==> src/include/swire_pkg.sv <==
// Package with timing counts and mode fields for the single-wire master
package swire_pkg;
  localparam int CLK_MHZ = 40;
  localparam int RESET_US = 480;
  localparam int PRESENCE_WAIT_US = 70;
  localparam int SLOT_US = 60;
  localparam int WRITE_LOW_US = 6;
  localparam int ZERO_LOW_US = 60;
  localparam int READ_LOW_US = 2;
  localparam int READ_SAMPLE_US = 12;
  localparam int RECOVER_US = 2;
  localparam int READ_SAMPLE_LIMIT_US = 15;
  localparam int RESET_CYCLES = RESET_US * CLK_MHZ;
  localparam int PRESENCE_CYCLES = PRESENCE_WAIT_US * CLK_MHZ;
  localparam int SLOT_CYCLES = SLOT_US * CLK_MHZ;
  localparam int WRITE_LOW_CYCLES = WRITE_LOW_US * CLK_MHZ;
  localparam int READ_LOW_CYCLES = READ_LOW_US * CLK_MHZ;
  localparam int READ_SAMPLE_CYCLES = READ_SAMPLE_US * CLK_MHZ;
  localparam int RECOVER_CYCLES = RECOVER_US * CLK_MHZ;
  localparam int MODE_RESET_BEFORE_BIT = 0;
  localparam int MODE_RESET_AFTER_BIT = 1;
  localparam int MODE_BIT_MODE_BIT = 2;
  localparam int CNT_WIDTH = 16;
  typedef enum logic [3:0] {
    IDLE, PRE_RESET_LOW, PRE_RESET_WAIT, PRE_RESET_REST, WAIT_ITEM,
    SLOT_LOW, SLOT_HOLD, SLOT_RECOVER, POST_RESET_LOW, POST_RESET_WAIT,
    POST_RESET_REST
  } state_type;
endpackage : swire_pkg

==> src/hw/single_wire_bus_master.sv <==
// Single-wire open-drain bus master sequencer
`timescale 1ns/1ps
`default_nettype none
module single_wire_bus_master
  import swire_pkg::*;
#(
  parameter int RESET_COUNT = RESET_CYCLES,
  parameter int PRESENCE_COUNT = PRESENCE_CYCLES,
  parameter int SLOT_COUNT = SLOT_CYCLES
) (
  input wire logic ref_clk,
  input wire logic rst_b,
  input wire logic start,
  input wire logic [2:0] mode,
  input wire logic readOp,
  input wire logic checkPresence,
  input wire logic [7:0] itemCount,
  output logic busy,
  output logic done,
  output logic noPresence,
  input wire logic itemValid,
  input wire logic [7:0] itemData,
  output logic itemReady,
  output logic rxValid,
  output logic [7:0] rxData,
  output logic [7:0] rxIndex,
  input wire logic dqIn,
  output logic dqOut,
  output logic dqOe
);
  // Reset synchroniser stages
  logic rstSync1;
  logic rstSync2;

  // Sequencer state and slot timer
  state_type state;
  logic [CNT_WIDTH-1:0] timer;

  // Request fields held for the whole operation
  logic [2:0] modeReg;
  logic readReg;
  logic checkReg;
  logic [7:0] countReg;

  // Item progress and bit shifter
  logic [7:0] itemsDone;
  logic [7:0] shiftReg;
  logic [2:0] bitIdx;

  // Line observations
  logic presenceSeen;
  logic sampled;

  // Slot timer has run out
  logic timerEnd;

  // Reset release through two flops
  always_ff @(posedge ref_clk or negedge rst_b) begin
    if (!rst_b) begin
      rstSync1 <= 1'b0;
      rstSync2 <= 1'b0;
    end else begin
      rstSync1 <= 1'b1;
      rstSync2 <= rstSync1;
    end
  end

  // Last bit of current item
  function automatic logic lastBit(input logic [2:0] m, input logic [2:0] b);
    lastBit = m[MODE_BIT_MODE_BIT] || (b == 3'h7);
  endfunction : lastBit

  assign timerEnd = (timer == '0);
  // Write items accepted at start of an item
  assign itemReady = (state == WAIT_ITEM) && !readReg;
  assign busy = (state != IDLE);

  // Open-drain pin: drive low or release
  always_comb begin
    dqOut = 1'b0;
    dqOe = 1'b0;
    unique case (state)
      PRE_RESET_LOW, POST_RESET_LOW: dqOe = 1'b1;
      SLOT_LOW: dqOe = 1'b1;
      SLOT_HOLD: dqOe = !readReg && !shiftReg[0];
      default: dqOe = 1'b0;
    endcase
  end

  // Request capture
  always_ff @(posedge ref_clk or negedge rstSync2) begin
    if (!rstSync2) begin
      modeReg <= 3'h0;
      readReg <= 1'b0;
      checkReg <= 1'b0;
      countReg <= 8'h00;
    end else if (state == IDLE && start) begin
      modeReg <= mode;
      readReg <= readOp;
      checkReg <= checkPresence;
      countReg <= itemCount;
    end
  end

  // Main sequencer with slot timer
  always_ff @(posedge ref_clk or negedge rstSync2) begin
    if (!rstSync2) begin
      state <= IDLE;
      timer <= '0;
      itemsDone <= 8'h00;
      bitIdx <= 3'h0;
      shiftReg <= 8'h00;
      presenceSeen <= 1'b0;
      sampled <= 1'b0;
    end else begin
      if (!timerEnd) begin
        timer <= timer - 1'b1;
      end
      unique case (state)

        // Wait for a request; reset first if asked
        // Progress and presence start clean each time
        IDLE: begin
          if (start) begin
            itemsDone <= 8'h00;
            bitIdx <= 3'h0;
            presenceSeen <= 1'b0;
            if (mode[MODE_RESET_BEFORE_BIT]) begin
              state <= PRE_RESET_LOW;
              timer <= CNT_WIDTH'(RESET_COUNT);
            end else begin
              state <= WAIT_ITEM;
            end
          end
        end

        // Reset pulse: line held low for the reset count
        // Presence only counts after the line is released
        PRE_RESET_LOW, POST_RESET_LOW: begin
          presenceSeen <= 1'b0;
          if (timerEnd) begin
            state <= (state == PRE_RESET_LOW) ? PRE_RESET_WAIT
                                              : POST_RESET_WAIT;
            timer <= CNT_WIDTH'(PRESENCE_COUNT);
          end
        end

        // Presence window: any low level marks a slave
        // Line is released here, slaves pull it down
        PRE_RESET_WAIT, POST_RESET_WAIT: begin
          if (!dqIn) begin
            presenceSeen <= 1'b1;
          end
          if (timerEnd) begin
            state <= (state == PRE_RESET_WAIT) ? PRE_RESET_REST
                                               : POST_RESET_REST;
            timer <= CNT_WIDTH'(RESET_COUNT - PRESENCE_COUNT);
          end
        end

        // Rest of the reset period before the data phase
        // Abort here when presence was required but absent
        PRE_RESET_REST: begin
          if (timerEnd) begin
            if (checkReg && !presenceSeen) begin
              state <= IDLE;
            end else begin
              state <= WAIT_ITEM;
            end
          end
        end

        // Rest after the closing reset, then back to idle
        // No presence check on the closing reset
        POST_RESET_REST: begin
          if (timerEnd) begin
            state <= IDLE;
          end
        end

        // Between items: finish, or load the next item
        // Write items wait for the requester's valid
        WAIT_ITEM: begin
          if (itemsDone == countReg) begin
            if (modeReg[MODE_RESET_AFTER_BIT]) begin
              state <= POST_RESET_LOW;
              timer <= CNT_WIDTH'(RESET_COUNT);
            end else begin
              state <= IDLE;
            end
          end else if (readReg || itemValid) begin
            shiftReg <= readReg ? 8'h00 : itemData;
            bitIdx <= 3'h0;
            state <= SLOT_LOW;
            timer <= CNT_WIDTH'(readReg ? READ_LOW_CYCLES : WRITE_LOW_CYCLES);
          end
        end

        // Opening low of every slot
        // Short for reads, longer for writes
        SLOT_LOW: begin
          if (timerEnd) begin
            state <= SLOT_HOLD;
            timer <= CNT_WIDTH'(readReg
              ? READ_SAMPLE_CYCLES - READ_LOW_CYCLES
              : SLOT_COUNT - WRITE_LOW_CYCLES);
          end
        end

        // Hold phase: zero bits keep the line low
        // Reads let slaves drive and sample at the end
        SLOT_HOLD: begin
          if (timerEnd) begin
            // Sample within limit after falling edge
            sampled <= dqIn;
            state <= SLOT_RECOVER;
            timer <= CNT_WIDTH'(readReg
              ? SLOT_COUNT - READ_SAMPLE_CYCLES + RECOVER_CYCLES
              : RECOVER_CYCLES);
          end
        end

        // Released recovery gap, then next bit or item
        // Shift happens once per bit, at the gap's end
        SLOT_RECOVER: begin
          if (timerEnd) begin
            // LSB first shift, bits enter at the top
            shiftReg <= readReg ? {sampled, shiftReg[7:1]}
                                : {1'b0, shiftReg[7:1]};
            if (lastBit(modeReg, bitIdx)) begin
              itemsDone <= itemsDone + 8'h01;
              state <= WAIT_ITEM;
            end else begin
              bitIdx <= bitIdx + 3'h1;
              state <= SLOT_LOW;
              timer <= CNT_WIDTH'(readReg ? READ_LOW_CYCLES
                                          : WRITE_LOW_CYCLES);
            end
          end
        end

        // Unused state codes fall back to idle
        default: state <= IDLE;
      endcase
    end
  end

  // Completion, error and receive outputs
  always_ff @(posedge ref_clk or negedge rstSync2) begin
    if (!rstSync2) begin
      done <= 1'b0;
      noPresence <= 1'b0;
      rxValid <= 1'b0;
      rxData <= 8'h00;
      rxIndex <= 8'h00;
    end else begin
      done <= 1'b0;
      rxValid <= 1'b0;
      if (state == IDLE && start) begin
        noPresence <= 1'b0;
      end

      // Abort flag stands until the next request
      if (state == PRE_RESET_REST && timerEnd && checkReg && !presenceSeen) begin
        noPresence <= 1'b1;
        done <= 1'b1;
      end

      // End of closing reset completes the operation
      if (state == POST_RESET_REST && timerEnd) begin
        done <= 1'b1;
      end

      // Last item without closing reset completes it
      if (state == WAIT_ITEM && itemsDone == countReg
          && !modeReg[MODE_RESET_AFTER_BIT]) begin
        done <= 1'b1;
      end

      // Received item handed over at its last bit
      if (state == SLOT_RECOVER && timerEnd && readReg
          && lastBit(modeReg, bitIdx)) begin
        rxValid <= 1'b1;
        rxIndex <= itemsDone;
        // One bit per item in bit mode
        rxData <= modeReg[MODE_BIT_MODE_BIT] ? {7'h00, sampled}
                                             : {sampled, shiftReg[7:1]};
      end
    end
  end
endmodule : single_wire_bus_master
`default_nettype wire

==> config.mk <==
export PLATFORM = sky130hd
export DESIGN_NAME = single_wire_bus_master
export DESIGN_NICKNAME = d
export VERILOG_FILES = /design/src/include/swire_pkg.sv /design/src/hw/single_wire_bus_master.sv
export SDC_FILE = /design/constraint.sdc
export NUM_CORES = 1
export LEC_CHECK = 0
export BUFFER_PORTS_ARGS = -buffer_cell sky130_fd_sc_hd__buf_2
export CAP_MARGIN = 10
export CORE_MARGIN = 2
export CORE_UTILIZATION = 50
export DETAILED_ROUTE_END_ITERATION = 6
export GPL_TIMING_DRIVEN = 0
export PLACE_DENSITY = 0.72
export SETUP_SLACK_MARGIN = 0.1
export SLEW_MARGIN = 20
export SYNTH_ARGS = -nofsm -noshare
export SYNTH_HDL_FRONTEND = slang
export SYNTH_SLANG_ARGS = --single-unit
==> constraint.sdc <==
create_clock -name ref_clk -period 7 [get_ports ref_clk]
set_input_delay 0.35 -clock ref_clk [delete_from_list [all_inputs] [get_ports ref_clk]]
set_output_delay 0.35 -clock ref_clk [all_outputs]
set_load 0.05 [all_outputs]
==> summary.md <==
| Metric | Value |
|---|---|
| Core ar. | `8640 um2` |
| Final worst setup slack | `3.50 ns` |
| Most common cell after layout, fill and taps aside | `nand2_1` |
| Post-synth EDFFs | `0` |
| DRT Wirelength | `12.4 mm` |
| Num CTS Buffers | `9` |
| Number of global-route vias before repair | `3880` |
| Clock power frac | `0.167` |
| Gpl congestion | `0.972` |
| P_int | `1.07 mW` |
| Final Skew | `between 0.009 and 0.01 ns` |
| DIE HEIGHT | `97.8 um` |
| Flop pwr share | `0.329` |
| Final setup viols | `0` |
| R2r setup slk | `3.50 ns` |
| Sw power | `910 uW` |
| Seq/Total Area, Yosys | `0.421` |
| Hold WC Path Type | `input port to flop` |
| Worst skew pair latency | `0.35 ns` |
| Storage element area | `1860 um2` |
| FMAX | `0.285 GHz` |
| DRT iter0 DRCs | `313` |
| TritonCTS Sinks | `74` |
| Hold Buf Count CTS | `1` |
| Max IR drop VDD | `just under 0.0002 V` |
| Row count | `34` |
| Initial Util | `0.509` |
| Setup_tns | `0 ns` |
| N_diodes | `0` |
| Worst slew margin | `0.314` |
| Post-route minimum period | `3.50 ns` |
| DR WL/cell | `18.1 um` |
| Initial antenna violation count | `0` |
| Final Hold Fails | `0` |
| Crit path DAT | `3.74 ns` |
| Largest net degree at the start of global routing | `between 50 and 60` |
| Fin crit share | `0.501` |
| FFs w/ async S/R, synth | `1.00` |
| LEAKAGE | `2.34 nW` |
| Max-slew violation count | `0` |
| Worst slew pin tran | `around 1.0 ns` |
| Avg Cell Area, Syn | `8.59 um2` |
| Clock tree root driver cell | `clkbuf_8` |
| Layout Area Growth over Synthesis | `13.7%` |
| CTS tree | `built` |
| Fill cell count | `798` |
| Synth warn | `0` |
| Final cell count without fillers | `slightly below 700` |
| Number of buffers added for setup after CTS | `0` |
| Gate Count Post-Synth | `512` |
| Critical Path RT | `~7.2 ns` |
| Syn Nets | `544` |
| Max-Cap Viols | `0` |
| Via Count | `4031` |
| Hold EP | `countReg[5]$_DFFE_PN0P_` |
| Max clock buf depth | `2` |
| Initial DRT Pass Iterations | `5` |
| Die W | `between 90 and 100 um` |
| Switching Share | `0.459` |
| Clock Pin Slew Worst Setup and Hold Paths | `0.08 ns` |
| CTS resizes | `0` |
| CP max FO | `10` |
| Leading cell types in the layout, fill and taps excluded | `nand2_1, dfrtp_1, buf_2` |
| Unrepaired setup endpoints after global routing | `no` |
| H-tree levels | `3` |
| Final nets | `604` |
| Gr ovfl total | `0` |
| Pwr Density | `about 400 nW/um2` |
| Comb power frac | `0.504` |
| First-pass GRT wire length | `approximately 20 mm` |
| Fin Hold WS | `0.187 ns` |
| Worst r2r dst | `rxIndex[5]$_DFFE_PN0P_` |
| Post-placement cell count | `~670` |
| Type of the worst setup path | `flop to flop` |
| I/O pin cnt | `between 40 and 50` |
| Crit start category | `flop` |
| Share of layout cells above drive strength 1 | `0.172` |
| Hold depth | `3` |
| Vias per cell | `just under 6` |
| Die footprint | `9560 um2` |
| Area of the multi-input gates | `2360 um2` |
| FF-to-FF path depth | `8` |
| Min-delay src | `itemCount[5]` |
| Post-detail-place hpwl | `9.23 mm` |
| Worst R2R Start | `timer[0]$_DFF_PN0_` |
| Top FF cell, synth | `dfrtp_1` |
| Residual DRC count | `0` |
| Status | `finished clean` |
| IO Port Bufs | `47` |
| Final ANT Viol Nets | `0` |
| Yosys cell types | `between 60 and 70` |
| Crit. End Element | `flop` |
| Synthesized cell area | `4400 um2` |
| Pre-CTS WS | `3.57 ns` |
| GRT Overall Usage | `0.264` |
| #FFs+latches synth | `74` |
-- routing by layer --
metal,part of all wire,GRT usage,routed length (um),vias up
met2,0.44,0.397,5480,158
met3,0.062,0.0465,765,26
met4,0.023,0.0887,288,0
met1,0.47,0.389,5830,1899
met5,0,0,0,-
li1,-,-,-,1948
-- registers in the layout, indices dropped and copies added, names as in the netlist, 2 cells and up --
register   flops
shiftReg       8
countReg       8
bitIdx         3
itemsDone      8
timer         16
rxIndex        8
state          4
rxData         8
modeReg        2
-- area by class of cell --
cell class | count | area share
inverters | 9 | 0.00675
well taps | 108 | 0.0270
clock buffers | 10 | 0.0255
repair buffers | 49 | 0.0545
multi-input cells | 397 | 0.472
flip-flops and latches | 74 | 0.371
clock inverters | 6 | 0.0130
plain buffers | 32 | 0.0298
-- logic make-up (layout without fill, tap and decap cells) --
group | count (synthesis) | count (layout) | synth area share
buffers and inverters | 41 | 106 | 0.0415
DFF | 74 | 74 | 0.421
adders and majority gates | 6 | 6 | 0.0171
other | 2 | 2 | 0.00171
AOI/OAI and AO/OA | 131 | 131 | 0.190
and+or+nand+nor | 225 | 225 | 0.255
muxes | 12 | 12 | 0.0313
xor gates and xnor gates | 21 | 21 | 0.0418
-- how the worst max path moves through the flow --
stage | start | to | cells after the start
finish | timer[0]$_DFF_PN0_ | rxIndex[5]$_DFFE_PN0P_ | 8
CTS | timer[0]$_DFF_PN0_ | rxIndex[5]$_DFFE_PN0P_ | 8
global placement | timer[0]$_DFF_PN0_ | rxData[0]$_DFFE_PN0P_ | 8
detailed placement | timer[0]$_DFF_PN0_ | rxIndex[5]$_DFFE_PN0P_ | 8
global route | timer[0]$_DFF_PN0_ | rxIndex[5]$_DFFE_PN0P_ | 8
floorplan | timer[0]$_DFF_PN0_ | bitIdx[0]$_DFFE_PN0P_ | 10
-- metrics by stage --
step,area (um2),utilization,power (mW)
after CTS,5000,0.579,1.97
after detailed placement,4800,0.556,1.63
after global placement,4770,0.552,1.62
after floorplan,4400,-,1.37
after global routing,5000,0.579,2.13
final,5000,0.579,1.98
-- Yosys cell counts (all sizes together), types with 3 or more instances --
cell type / instances / area (um2)
nand2b: 12 / 75.1
a21oi: 25 / 125
o31ai: 6 / 45.0
dfrtp: 74 / 1850
a211oi: 6 / 62.6
nand2: 83 / 319
a21o: 3 / 22.5
buf: 10 / 66.3
ha: 6 / 75.1
nor3b: 3 / 22.5
xnor2: 5 / 43.8
inv: 9 / 33.8
nand3: 19 / 95.1
a32oi: 3 / 26.3
a211o: 4 / 35.0
xor2: 16 / 140
or4: 6 / 52.6
nor2b: 5 / 31.3
and3: 13 / 81.3
clkbuf: 22 / 82.6
o21ai: 49 / 249
nor4: 9 / 62.6
or2: 3 / 18.8
a21boi: 3 / 22.5
mux2: 11 / 128
a22o: 3 / 26.3
nor2: 42 / 170
o21a: 3 / 22.5
a31oi: 5 / 31.3
nor3: 14 / 70.1
nand4: 6 / 37.5
o22ai: 5 / 31.3
-- power by group through the flow --
stage | sequential [mW] | clock (mW) | combinational, mW
detailed placement | 0.659 | 0 | 0.970
global route | 0.668 | 0.357 | 1.10
finish | 0.652 | 0.331 | 1.00
CTS | 0.651 | 0.339 | 0.977
global placement | 0.661 | 0 | 0.959
floorplan | 0.636 | 0 | 0.732
-- critical path: stages (launching register included) --
cell and delay, ns:
dfrtp_1 0.44, inv_1 0.14, ha_1 0.16, or4b_1 0.42, clkbuf_1 0.21, nor4_1 0.88, nand3_1 0.46, clkbuf_1 0.35
mux2_2 0.33
Power figures use the tool's default switching activity.
